File: src/inc/hipc_pkg.sv
// How it works
// - Cleared mask bit blocks its summary interrupt; bits 12 and 6 reset set.
// - Control bit 5 makes the serial slave accept the general-call address.
// - Control bit 3, reset to 1, selects fast-mode-plus for the serial slave.
// - Control bit 2 reports configuration done after reset; it clears itself.
// - Setting control bit 1 applies all staged pin settings, then clears it.
// - The apply request waits while an override is pending; it clears when the apply fires.
// - Writing 1 to control bit 0 starts a chip reset; the bit self-clears.
// - The slave identity register holds the 7-bit slave address; bit 7 reserved.
// - The slave address after reset comes from the address strap pin level.
// - Switch progress bit 0 reads 1 while the power switch handles a write.
// - Pin level snapshot bit n shows the present level of programmable pin n.
// - Both output-only pins are low when the external reset is released.
// - A level change on programmable pin n sets change flag n.
// - Writing 1 clears a change flag and re-arms it; writing 0 does nothing.
// - A set change flag with its mask bit set raises the pin summary interrupt.
// - Pin change mask bit n lets changes on pin n reach the summary interrupt.
// - Summary bit 1 follows the masked change flags; cleared via the flags or the pin change mask.
// - Summary bit 12 mirrors the ready bit, bit 6 the watchdog expiry.
package hipc_pkg;

    ////////////////////////////////////////////////////////////////////////////////
    // byte addresses on the serial configuration access port
    localparam logic [7:0] ADDR_SUMMARY_LO = 8'h10;
    localparam logic [7:0] ADDR_SUMMARY_HI = 8'h11;
    localparam logic [7:0] ADDR_MASK_LO = 8'h14;
    localparam logic [7:0] ADDR_MASK_HI = 8'h15;
    localparam logic [7:0] ADDR_CTRL_LO = 8'h18;
    localparam logic [7:0] ADDR_CTRL_HI = 8'h19;
    localparam logic [7:0] ADDR_SLAVE_ID = 8'h1A;
    localparam logic [7:0] ADDR_SWITCH = 8'h1B;
    localparam logic [7:0] ADDR_LEVEL_LO = 8'h20;
    localparam logic [7:0] ADDR_LEVEL_HI = 8'h21;
    localparam logic [7:0] ADDR_FLAGS_LO = 8'h22;
    localparam logic [7:0] ADDR_FLAGS_HI = 8'h23;
    localparam logic [7:0] ADDR_PMASK_LO = 8'h24;
    localparam logic [7:0] ADDR_PMASK_HI = 8'h25;

    ////////////////////////////////////////////////////////////////////////////////
    // field positions, reset values, write masks
    localparam int CTRL_GEN_CALL_BIT = 5;
    localparam int CTRL_FAST_PLUS_BIT = 3;
    localparam int CTRL_READY_BIT = 2;
    localparam int CTRL_APPLY_BIT = 1;
    localparam int CTRL_SOFT_CHIP_RESET_BIT = 0;
    localparam int SUM_PIN_BIT = 1;
    localparam int SUM_WDOG_BIT = 6;
    localparam int SUM_READY_BIT = 12;
    localparam logic [15:0] MASK_RESET = 16'h1040;
    localparam logic [15:0] MASK_WRITABLE = 16'h57FF;
    localparam logic [15:0] SUM_EXT_BITS = 16'h47BD;
    localparam logic GEN_CALL_RESET = 1'h0;
    localparam logic FAST_PLUS_RESET = 1'h1;
    localparam logic [6:0] SLAVE_ID_STRAP_LOW = 7'h28;
    localparam logic [6:0] SLAVE_ID_STRAP_HIGH = 7'h29;
    localparam int PIN_W = 16;
    localparam int SYNC_W = 17;
    localparam logic [2:0] CFG_SETTLE_CYCLES = 3'h5;

    ////////////////////////////////////////////////////////////////////////////////
    // types
    typedef enum logic [1:0] {
        HIPC_CFG_SETTLE = 2'b00,
        HIPC_CFG_LOAD = 2'b01,
        HIPC_CFG_DONE = 2'b10
    } hipc_cfg_e;

    typedef struct packed {
        logic wr;
        logic rd;
        logic [7:0] addr;
        logic [7:0] wdata;
    } hipc_req_s;

    typedef struct packed {
        logic [SYNC_W-1:0] s1;
        logic [SYNC_W-1:0] s2;
        logic [SYNC_W-1:0] s3;
        logic [SYNC_W-1:0] stable;
    } hipc_sync_s;

    typedef struct packed {
        logic [PIN_W-1:0] prev;
        logic [PIN_W-1:0] flags;
    } hipc_flag_s;

    typedef struct packed {
        logic [15:0] irq_mask;
        logic [15:0] pin_mask;
        logic gen_call;
        logic fast_plus;
        logic ready;
        logic apply_req;
        logic apply_pulse;
        logic soft_chip_reset;
        logic [6:0] slave_id;
        hipc_cfg_e cfg;
        logic [2:0] settle;
        logic [15:0] summary;
        logic irq;
        logic busy;
        logic [7:0] rdata;
        logic rvalid;
        logic [1:0] gpo;
    } hipc_top_s;

    localparam hipc_top_s HIPC_TOP_RESET = '{
        irq_mask: MASK_RESET,
        pin_mask: 16'h0000,
        gen_call: GEN_CALL_RESET,
        fast_plus: FAST_PLUS_RESET,
        ready: 1'h0,
        apply_req: 1'h0,
        apply_pulse: 1'h0,
        soft_chip_reset: 1'h0,
        slave_id: 7'h00,
        cfg: HIPC_CFG_SETTLE,
        settle: 3'h0,
        summary: 16'h0000,
        irq: 1'h0,
        busy: 1'h0,
        rdata: 8'h00,
        rvalid: 1'h0,
        gpo: 2'h0
    };

endpackage

File: src/hdl/hipc_regs.sv
module hipc_regs (
    // clock and reset
    input wire logic ref_clk_i,
    input wire logic rst_n_i,
    // register access from the serial slave
    input wire hipc_pkg::hipc_req_s reg_req_i,
    output logic [7:0] reg_rdata_o,
    output logic reg_rvalid_o,
    // pins and neighbouring logic
    input wire logic [hipc_pkg::PIN_W-1:0] prog_pin_i,
    input wire logic address_strap_pin_i,
    input wire logic watchdog_expired_i,
    input wire logic [15:0] irq_source_i,
    input wire logic override_pending_i,
    input wire logic power_switch_progress_i,
    input wire logic [1:0] output_only_level_i,
    // controls and interrupt
    output logic irq_o,
    output logic general_call_accept_o,
    output logic fast_plus_select_o,
    output logic staged_pin_apply_o,
    output logic soft_chip_reset_o,
    output logic [6:0] bus_slave_id_o,
    output logic output_only_pin_a_o,
    output logic output_only_pin_b_o
);
    import hipc_pkg::*;

    hipc_top_s st_reg;
    hipc_top_s st_next;
    logic [SYNC_W-1:0] sync_level;
    logic [PIN_W-1:0] pin_level;
    logic strap_level;
    logic [PIN_W-1:0] pin_flags;
    logic [PIN_W-1:0] flag_clear;
    logic mask_wr;
    logic ctrl_wr;
    logic apply_wr;
    logic soft_chip_reset_wr;

    ////////////////////////////////////////////////////////////////////////////////
    // pin synchroniser and change flags
    hipc_pin_sync u_sync (
        .ref_clk_i(ref_clk_i),
        .rst_n_i(rst_n_i),
        .raw_i({address_strap_pin_i, prog_pin_i}),
        .level_o(sync_level)
    );

    assign pin_level = sync_level[PIN_W-1:0];
    assign strap_level = sync_level[PIN_W];

    // write one clears, per byte lane
    assign flag_clear[7:0] = (reg_req_i.wr && reg_req_i.addr == ADDR_FLAGS_LO) ?
        reg_req_i.wdata : 8'h00;
    assign flag_clear[15:8] = (reg_req_i.wr && reg_req_i.addr == ADDR_FLAGS_HI) ?
        reg_req_i.wdata : 8'h00;

    // detection only once the synchroniser has settled
    hipc_change_flags u_flags (
        .ref_clk_i(ref_clk_i),
        .rst_n_i(rst_n_i),
        .level_i(pin_level),
        .arm_i(st_reg.cfg == HIPC_CFG_DONE),
        .clear_i(flag_clear),
        .flags_o(pin_flags)
    );

    ////////////////////////////////////////////////////////////////////////////////
    // write decode
    assign mask_wr = reg_req_i.wr &&
        (reg_req_i.addr == ADDR_MASK_LO || reg_req_i.addr == ADDR_MASK_HI);
    assign ctrl_wr = reg_req_i.wr && reg_req_i.addr == ADDR_CTRL_LO;
    assign apply_wr = ctrl_wr && reg_req_i.wdata[CTRL_APPLY_BIT];
    assign soft_chip_reset_wr = ctrl_wr && reg_req_i.wdata[CTRL_SOFT_CHIP_RESET_BIT];

    ////////////////////////////////////////////////////////////////////////////////
    // next state
    always_comb begin
        st_next = st_reg;

        // start-up: wait for strap to settle, load address, report ready
        case (st_reg.cfg)
            HIPC_CFG_SETTLE: begin
                st_next.settle = st_reg.settle + 3'h1;
                if (st_reg.settle == CFG_SETTLE_CYCLES) begin
                    st_next.cfg = HIPC_CFG_LOAD;
                end
            end
            HIPC_CFG_LOAD: begin
                st_next.slave_id = strap_level ? SLAVE_ID_STRAP_HIGH :
                    SLAVE_ID_STRAP_LOW;
                st_next.cfg = HIPC_CFG_DONE;
            end
            HIPC_CFG_DONE: begin
                st_next.cfg = HIPC_CFG_DONE;
            end
            default: begin
                st_next.cfg = HIPC_CFG_SETTLE;
            end
        endcase

        // ready clears itself once the host has read the control byte
        if (reg_req_i.rd && reg_req_i.addr == ADDR_CTRL_LO) begin
            st_next.ready = 1'h0;
        end
        if (st_reg.cfg == HIPC_CFG_LOAD) begin
            st_next.ready = 1'h1;
        end

        // apply request held while an override is pending
        st_next.apply_pulse = 1'h0;
        if (st_reg.apply_req && !override_pending_i) begin
            st_next.apply_pulse = 1'h1;
            st_next.apply_req = 1'h0;
        end

        // soft reset lasts one cycle
        st_next.soft_chip_reset = 1'h0;

        // software writes
        if (reg_req_i.wr) begin
            case (reg_req_i.addr)
                ADDR_MASK_LO: begin
                    st_next.irq_mask[7:0] = reg_req_i.wdata & MASK_WRITABLE[7:0];
                end
                ADDR_MASK_HI: begin
                    st_next.irq_mask[15:8] = reg_req_i.wdata & MASK_WRITABLE[15:8];
                end
                ADDR_CTRL_LO: begin
                    st_next.gen_call = reg_req_i.wdata[CTRL_GEN_CALL_BIT];
                    st_next.fast_plus = reg_req_i.wdata[CTRL_FAST_PLUS_BIT];
                    if (apply_wr) begin
                        st_next.apply_req = 1'h1;
                    end
                    if (soft_chip_reset_wr) begin
                        st_next.soft_chip_reset = 1'h1;
                    end
                end
                ADDR_SLAVE_ID: begin
                    st_next.slave_id = reg_req_i.wdata[6:0];
                end
                ADDR_PMASK_LO: begin
                    st_next.pin_mask[7:0] = reg_req_i.wdata;
                end
                ADDR_PMASK_HI: begin
                    st_next.pin_mask[15:8] = reg_req_i.wdata;
                end
                default: begin
                    st_next.busy = st_reg.busy;
                end
            endcase
        end

        // summary status and interrupt output
        st_next.summary = irq_source_i & SUM_EXT_BITS;
        st_next.summary[SUM_PIN_BIT] = |(pin_flags & st_reg.pin_mask);
        st_next.summary[SUM_WDOG_BIT] = watchdog_expired_i;
        st_next.summary[SUM_READY_BIT] = st_reg.ready;
        st_next.irq = |(st_reg.summary & st_reg.irq_mask);

        st_next.busy = power_switch_progress_i;

        // output-only pins stay low until configuration ends
        st_next.gpo = (st_reg.cfg == HIPC_CFG_DONE) ? output_only_level_i : 2'h0;

        // read answer one cycle after the request
        st_next.rvalid = reg_req_i.rd;
        st_next.rdata = 8'h00;
        if (reg_req_i.rd) begin
            case (reg_req_i.addr)
                ADDR_SUMMARY_LO: st_next.rdata = st_reg.summary[7:0];
                ADDR_SUMMARY_HI: st_next.rdata = st_reg.summary[15:8];
                ADDR_MASK_LO: st_next.rdata = st_reg.irq_mask[7:0];
                ADDR_MASK_HI: st_next.rdata = st_reg.irq_mask[15:8];
                ADDR_CTRL_LO: begin
                    st_next.rdata = {2'h0, st_reg.gen_call, 1'h0, st_reg.fast_plus,
                        st_reg.ready, st_reg.apply_req, st_reg.soft_chip_reset};
                end
                ADDR_SLAVE_ID: st_next.rdata = {1'h0, st_reg.slave_id};
                ADDR_SWITCH: st_next.rdata = {7'h00, st_reg.busy};
                ADDR_LEVEL_LO: st_next.rdata = pin_level[7:0];
                ADDR_LEVEL_HI: st_next.rdata = pin_level[15:8];
                ADDR_FLAGS_LO: st_next.rdata = pin_flags[7:0];
                ADDR_FLAGS_HI: st_next.rdata = pin_flags[15:8];
                ADDR_PMASK_LO: st_next.rdata = st_reg.pin_mask[7:0];
                ADDR_PMASK_HI: st_next.rdata = st_reg.pin_mask[15:8];
                default: st_next.rdata = 8'h00;
            endcase
        end
    end

    ////////////////////////////////////////////////////////////////////////////////
    // state register
    always_ff @(posedge ref_clk_i or negedge rst_n_i) begin
        if (!rst_n_i) begin
            st_reg <= HIPC_TOP_RESET;
        end else begin
            st_reg <= st_next;
        end
    end

    assign reg_rdata_o = st_reg.rdata;
    assign reg_rvalid_o = st_reg.rvalid;
    assign irq_o = st_reg.irq;
    assign general_call_accept_o = st_reg.gen_call;
    assign fast_plus_select_o = st_reg.fast_plus;
    assign staged_pin_apply_o = st_reg.apply_pulse;
    assign soft_chip_reset_o = st_reg.soft_chip_reset;
    assign bus_slave_id_o = st_reg.slave_id;
    assign output_only_pin_a_o = st_reg.gpo[0];
    assign output_only_pin_b_o = st_reg.gpo[1];
endmodule // hipc_regs

File: src/hdl/hipc_pin_sync.sv
module hipc_pin_sync (
    // clock and reset
    input wire logic ref_clk_i,
    input wire logic rst_n_i,
    // raw pins and settled levels
    input wire logic [hipc_pkg::SYNC_W-1:0] raw_i,
    output logic [hipc_pkg::SYNC_W-1:0] level_o
);
    import hipc_pkg::*;

    hipc_sync_s st_reg;
    hipc_sync_s st_next;
    logic [SYNC_W-1:0] stable_next;

    // level counts once stages two and three agree
    for (genvar i = 0; i < SYNC_W; i++) begin : g_bit
        assign stable_next[i] = (st_reg.s2[i] == st_reg.s3[i]) ? st_reg.s3[i] : st_reg.stable[i];
    end

    always_comb begin
        st_next = st_reg;
        st_next.s1 = raw_i;
        st_next.s2 = st_reg.s1;
        st_next.s3 = st_reg.s2;
        st_next.stable = stable_next;
    end

    always_ff @(posedge ref_clk_i or negedge rst_n_i) begin
        if (!rst_n_i) begin
            st_reg <= '0;
        end else begin
            st_reg <= st_next;
        end
    end

    assign level_o = st_reg.stable;
endmodule // hipc_pin_sync

File: src/hdl/hipc_change_flags.sv
module hipc_change_flags (
    // clock and reset
    input wire logic ref_clk_i,
    input wire logic rst_n_i,
    // levels, arming and software clears
    input wire logic [hipc_pkg::PIN_W-1:0] level_i,
    input wire logic arm_i,
    input wire logic [hipc_pkg::PIN_W-1:0] clear_i,
    // sticky flags
    output logic [hipc_pkg::PIN_W-1:0] flags_o
);
    import hipc_pkg::*;

    hipc_flag_s st_reg;
    hipc_flag_s st_next;
    logic [PIN_W-1:0] change;
    logic [PIN_W-1:0] flag_next;

    for (genvar i = 0; i < PIN_W; i++) begin : g_pin
        // either direction counts
        assign change[i] = arm_i && (level_i[i] != st_reg.prev[i]);
        // a new change beats a clear in the same cycle
        assign flag_next[i] = change[i] | (st_reg.flags[i] & ~clear_i[i]);
    end

    always_comb begin
        st_next = st_reg;
        st_next.prev = level_i;
        st_next.flags = flag_next;
    end

    always_ff @(posedge ref_clk_i or negedge rst_n_i) begin
        if (!rst_n_i) begin
            st_reg <= '0;
        end else begin
            st_reg <= st_next;
        end
    end

    assign flags_o = st_reg.flags;
endmodule // hipc_change_flags

File: config.mk
export PLATFORM = sky130hd
export DESIGN_NAME = hipc_regs
export DESIGN_NICKNAME = d
export VERILOG_FILES = /design/src/inc/hipc_pkg.sv /design/src/hdl/hipc_regs.sv /design/src/hdl/hipc_pin_sync.sv /design/src/hdl/hipc_change_flags.sv
export SDC_FILE = /design/constraint.sdc
export NUM_CORES = 1
export LEC_CHECK = 0
export BUFFER_PORTS_ARGS = -buffer_cell sky130_fd_sc_hd__buf_2
export CORE_MARGIN = 8
export CORE_UTILIZATION = 30
export CTS_CLUSTER_SIZE = 25
export DETAILED_ROUTE_END_ITERATION = 8
export PLACE_DENSITY = 0.55
export SLEW_MARGIN = 20
export SYNTH_ARGS = -nofsm -noshare
export SYNTH_HDL_FRONTEND = slang
export SYNTH_HIERARCHICAL = 1
export SYNTH_SLANG_ARGS = --single-unit
File: constraint.sdc
create_clock -name ref_clk_i -period 2.6 [get_ports ref_clk_i]
set_input_delay 0.13 -clock ref_clk_i [delete_from_list [all_inputs] [get_ports ref_clk_i]]
set_output_delay 0.13 -clock ref_clk_i [all_outputs]
set_load 0.01 [all_outputs]
==> impl_metrics.csv, run 1 <==
group,metric,value,unit
status,outcome,"completed",
routing,drtIter0Drc,369,
synth,yosys-top-cells-count,"dfrtp_1 (170), buf_4 (48), nand2_1 (34)",
clock_tree,cts_root_buf,"clkbuf_16",
worst_setup_path,rrSetupSlack,1.01,ns
place,post-dp-hpwl,12.0,mm
power_and_ir_drop,leakagePower,3.63,nW
routing,via_count,4380,
power_and_ir_drop,peakVddDrop,426,uV
place,portBuffers,74,
die,die_y,170,um
worst_setup_path,critPathCaptureType,"register",
worst_setup_path,cp.arrival,1.94,ns
timing,finalClockSkew,0.00880,ns
clock_tree,cts_buffers,17,
hold_path,min_from,"reg_req_i[7]",
timing,worst_pin_slew,0.667,ns
die,die_w,170,um
finish,area_growth,18.4,%
timing,max-slew-margin-rel,55.5,%
synth,avgSynthCellArea,13.0,um2
worst_setup_path,slowest_stage,"buf_2",
routing,wl_per_cell,17.7,um
clock_tree,clk_path_buf_depth,2,
clock_tree,cts_tree,"built",
synth,syn_inst,549,
global_routing,grt_pass1_wl,27.3,mm
hold_path,min_to,"st_reg[54]",
synth,yosysUniqueCellTypes,58,
die,coreArea,23500,um2
clock_tree,ctsHoldBuffers,34,
worst_setup_path,r2r_start,"u_sync/level_o[4]",
timing,finalSetupViolCount,0,
synth,synth_edf_count,0,
routing,drc,0,
timing,rsz0062_at_grt,"no",
synth,synth.area.top_cells,"dfrtp_1 (59%), buf_4 (5.0%), a22o_1 (2.8%), maj3_2 (2.7%), mux2_2 (2.2%)",
finish,nNetsFinal,686,
synth,yosysMostFrequentCell,"dfrtp_1",
finish,largest_reg_flops,49,
synth,ys_warn_count,6,
global_routing,grt_max_degree,66,
timing,period_minus_slack,1.64,ns
finish,finish.instance_area,8470,um2
place,placed_area,7580,um2
routing,dr.pass1.iters,5,
timing,finalSetupTns,0,ns
finish,utilization,36.1,%
worst_setup_path,worstPathRequired,2.91,ns
finish,drive_gt1_share,27.4,%
timing,drv_slew,0,
clock_tree,postCtsSetupRepairBufs,0,
routing,vias_per_cell,4.60,
worst_setup_path,cp_cell_sequence,"buf_2 > and4bb_2 > and2_1 > nand2_1 > mux2_1",
synth,ys_seq_area_share,60.6,%
worst_setup_path,worstReg2RegEnd,"reg_rdata_o[4]",
synth,ys_seq_elements,173,
timing,finalCritPeriodShare,63.0,%
timing,max_freq,0.610,GHz
worst_setup_path,critPathKind,"primary input to register",
die,rows,56,
die,initial_utilization,30.5,%
finish,antennaDiodeCount,0,
synth,ys_async_sr_fraction,100,%
worst_setup_path,max_stage_delay,0.47,ns
clock_tree,cts_resized,0,
clock_tree,clkTransAtPathRegs,0.07,ns
timing,final_hold_viol_count,0,
global_routing,overflow,0,
worst_setup_path,start_kind,"primary input",
hold_path,hold_class,"primary input to register",
worst_setup_path,critical_path.max_fanout,22,
routing,drt-total-wl,16.8,mm
worst_setup_path,rr_worst_depth,3,
power_and_ir_drop,p_per_area,684,nW/um2
synth,yosysTopAreaCellShare,59.5,%
synth,syn_area,7160,um2
synth,synth_flop_cell,"dfrtp_1",
die,die_area,29000,um2
global_routing,grtUsageTotal,12.2,%
global_routing,first_global_vias,4708,
clock_tree,insertion_delay,0.42,ns
die,io_pins,81,
routing,ant_nets,0,
place,routabilityCongestion,0.869,
synth,yosysTopAreaCell,"dfrtp_1",
global_routing,grt_antenna_before_repair,0,
clock_tree,cts_sinks,173,
clock_tree,htree_levels,4,
flow_run,cap_violations,0,
hold_path,whs_path_depth,2,
synth,syn-num-nets,613,
## how the worst max path moves through the flow
stage                          to  slack (ns)               from  cells after the start
3_3_place_gp           st_reg[62]        0.51       reg_req_i[8]                      5
3_5_place_dp           st_reg[60]        0.54       reg_req_i[8]                      5
2_1_floorplan  u_flags/flags_o[1]        0.99      reg_req_i[10]                      9
5_1_grt                st_reg[60]        0.84       reg_req_i[8]                      5
4_1_cts            reg_rdata_o[4]        0.98  u_sync/level_o[4]                      3
6_report               st_reg[60]        0.96       reg_req_i[8]                      5
## cell usage in the layout, fill, tap and decap left out, types with 15 or more instances in the layout
master / instances
a22o_1: 23
buf_2: 73
clkbuf_16: 17
dfrtp_1: 170
dlygate4sd3_1: 34
inv_1: 26
maj3_2: 17
nand2_1: 34
o21ai_0: 15
xor2_1: 17
## cell type report
| type | instances | area [um2] |
|---|---|---|
| Multi-Input combinational cell | 286 | 2270 |
| Tap cell | 319 | 399 |
| Inverter | 26 | 97.6 |
| Clock inverter | 12 | 113 |
| Timing Repair Buffer | 118 | 817 |
| Clock buffer | 19 | 443 |
| Sequential cell | 173 | 4330 |
| Fill cell | 2308 | 15000 |
## power breakdown
part | total (mW) | switching (mW) | internal (mW)
logic | 0.428 | 0.224 | 0.204
registers | 2.95 | 0.107 | 2.84
clock network | 2.42 | 1.07 | 1.35
## metrics by stage
stage	power, mW	cells	hold WS, ns	setup slack, ns
finish	5.79	953	0.0335	0.961
global route	6.04	953	0.0283	0.836
CTS	5.87	953	0.00910	0.980
detailed placement	3.39	888	0.169	0.539
global placement	3.38	888	0.157	0.513
floorplan	3.21	549	-0.166	0.989
## layer usage
layer	vias up	GRT usage, %	wire (um)
met3	21	3.24	779
met2	101	18.1	7710
met4	0	4.20	397
met1	2220	16.8	7950
li1	2038	-	-
met5	-	0	0
## critical path: cells and delay by family
family / cells / cell delay, ns
and+or+nand+nor: 3 / 0.92
muxes: 1 / 0.41
buffers and inverters: 1 / 0.47
## cells by family (layout without fill, tap and decap cells)
kind of cell / Yosys count / in the layout / share of synthesized area, %
AND/OR/NAND/NOR: 109 / 109 / 8.78
flip-flops: 173 / 173 / 60.6
multiplexers: 43 / 43 / 7.41
XOR/XNOR: 19 / 19 / 2.33
AO/OA/AOI/OAI: 92 / 92 / 9.51
adder cells (fa/ha/maj): 23 / 23 / 3.72
buffers and inverters: 90 / 175 / 7.69
(Power assumes the default switching activity.)
==> inputs of run 2 (changes only) <==
clock period = 1.6 ns   (was 2.6 ns; I/O delays follow)
==> run 2 against run 1 <==
Against the previous run:
- setup slack got worse by 0.84 ns
- wire length rose by 3.3%
- sequential power rose by 62%
- global-route usage rose by 0.36 points
- design area rose by 7.2%
- clock skew fell by 0.0031 ns
- clock-buffer cell count fell by 2
- critical endpoint is now reg_rdata_o[3]
==> impl_metrics.csv, run 2 (synthesis gave the netlist of run 1 again) <==
group,metric,value,unit
finish,fill_cells,2244,
global_routing,first_global_vias,4954,
finish,antennaDiodeCount,0,
die,initial_utilization,30.5,%
clock_tree,cts_tree,"built",
routing,dr.pass1.iters,5,
die,io_pins,81,
worst_setup_path,critPathKind,"register to register",
die,coreArea,23500,um2
die,rows,56,
clock_tree,cts_sinks,173,
routing,wl_per_cell,17.2,um
worst_setup_path,critPathCaptureType,"register",
clock_tree,clkTransAtPathRegs,0.07,ns
finish,nNetsFinal,746,
worst_setup_path,worstPathRequired,1.89,ns
place,routabilityCongestion,0.880,
global_routing,grtUsageTotal,12.5,%
timing,finalClockSkew,0.00567,ns
timing,period_minus_slack,1.48,ns
clock_tree,cts_buffers,17,
power_and_ir_drop,p_per_area,1110,nW/um2
timing,drv_slew,0,
routing,vias_per_cell,4.51,
timing,worst_pin_slew,0.687,ns
routing,ant_nets,0,
global_routing,overflow,0,
die,die_y,170,um
hold_path,hold_class,"primary input to register",
status,outcome,"completed",
worst_setup_path,cp.arrival,1.78,ns
flow_run,cap_violations,0,
finish,stdcell_count,1014,
timing,rsz0062_at_grt,"no",
place,placed_area,8080,um2
routing,via_count,4571,
power_and_ir_drop,peakVddDrop,551,uV
place,dp.cells,947,
worst_setup_path,start_kind,"register",
finish,area_growth,26.9,%
worst_setup_path,critical_path.max_fanout,3,
die,die_w,170,um
routing,drt-total-wl,17.4,mm
clock_tree,cts_root_buf,"clkbuf_16",
timing,max-slew-margin-rel,54.2,%
clock_tree,clk_path_buf_depth,2,
routing,drc,0,
finish,largest_reg_flops,49,
timing,finalCritPeriodShare,92.7,%
finish,drive_gt1_share,33.8,%
global_routing,grt_antenna_before_repair,0,
place,portBuffers,74,
finish,layout_commonest_cell,"dfrtp_1",
timing,final_hold_viol_count,0,
routing,drtIter0Drc,322,
finish,finish.instance_area,9080,um2
timing,finalSetupViolCount,0,
finish,mostFrequentLayoutCells,"dfrtp_1 (170), buf_2 (73), buf_4 (62)",
global_routing,grt_pass1_wl,27.8,mm
clock_tree,insertion_delay,0.42,ns
power_and_ir_drop,leakagePower,3.99,nW
timing,max_freq,0.674,GHz
global_routing,grt_max_degree,44,
die,die_area,29000,um2
clock_tree,htree_levels,4,
place,post-dp-hpwl,13.1,mm
## run 2: through the flow
stage          total power, mW  util, %  hold WS (ns)  setup TNS [ns]  setup slack [ns]
5_1_grt                   10.5     38.7        0.0345               0            0.0504
3_5_place_dp              5.61     34.4        0.0452           -5.73            -0.250
2_1_floorplan             5.21        -        -0.216               0            0.0388
6_report                  10.1     38.7        0.0209               0             0.117
3_3_place_gp              5.60     34.4        0.0416           -6.41            -0.230
4_1_cts                   10.3     38.7       0.00779               0             0.107
## run 2: cell type report
class | count | area [um2] | area share (%)
Clock buffer | 17 | 425 | 4.68
Clock inverter | 15 | 221 | 2.44
Inverter | 26 | 97.6 | 1.07
Multi-Input combinational cell | 286 | 2270 | 25.0
Sequential cell | 173 | 4330 | 47.7
Tap cell | 319 | 399 | 4.40
Timing Repair Buffer | 178 | 1330 | 14.7
## run 2: timing repair
item	in CTS	in global routing
buffers inserted	0	0
resized for setup	0	0
hold endpoints to repair	208	0
hold buffers	35	0
## run 2: where the power goes
group / switching, mW / internal [mW]
sequential: 0.161 / 4.61
clock: 1.84 / 2.68
combinational: 0.400 / 0.410
total: 2.40 / 7.70
## run 2: worst paths after layout
kind	from	endpoint	slack, ns	depth (start not counted)
max	u_flags/flags_o[11]	reg_rdata_o[3]	0.12	3
min reg2reg	u_sync/st_next[36]	u_sync/st_next[19]	0.35	0
max in group asynchronous	rst_n_i	fast_plus_select_o	0.82	3
min in group asynchronous	rst_n_i	u_sync/st_next[48]	0.14	2
min	reg_req_i[5]	bus_slave_id_o[5]	0.02	3
max reg2reg	u_flags/flags_o[11]	reg_rdata_o[3]	0.12	3
## run 2: critical path, cell delays in order, from the launching register on
cell and delay [ns]:
dfrtp_1 0.42, mux4_2 0.52, a21oi_1 0.30, a31oi_1 0.12
## run 2: per-layer routing
layer | wire, um | GRT usage, %
met1 | 8090 | 16.9
met3 | 857 | 3.24
met4 | 405 | 4.58
met5 | 0 | 0
met2 | 8040 | 19.1
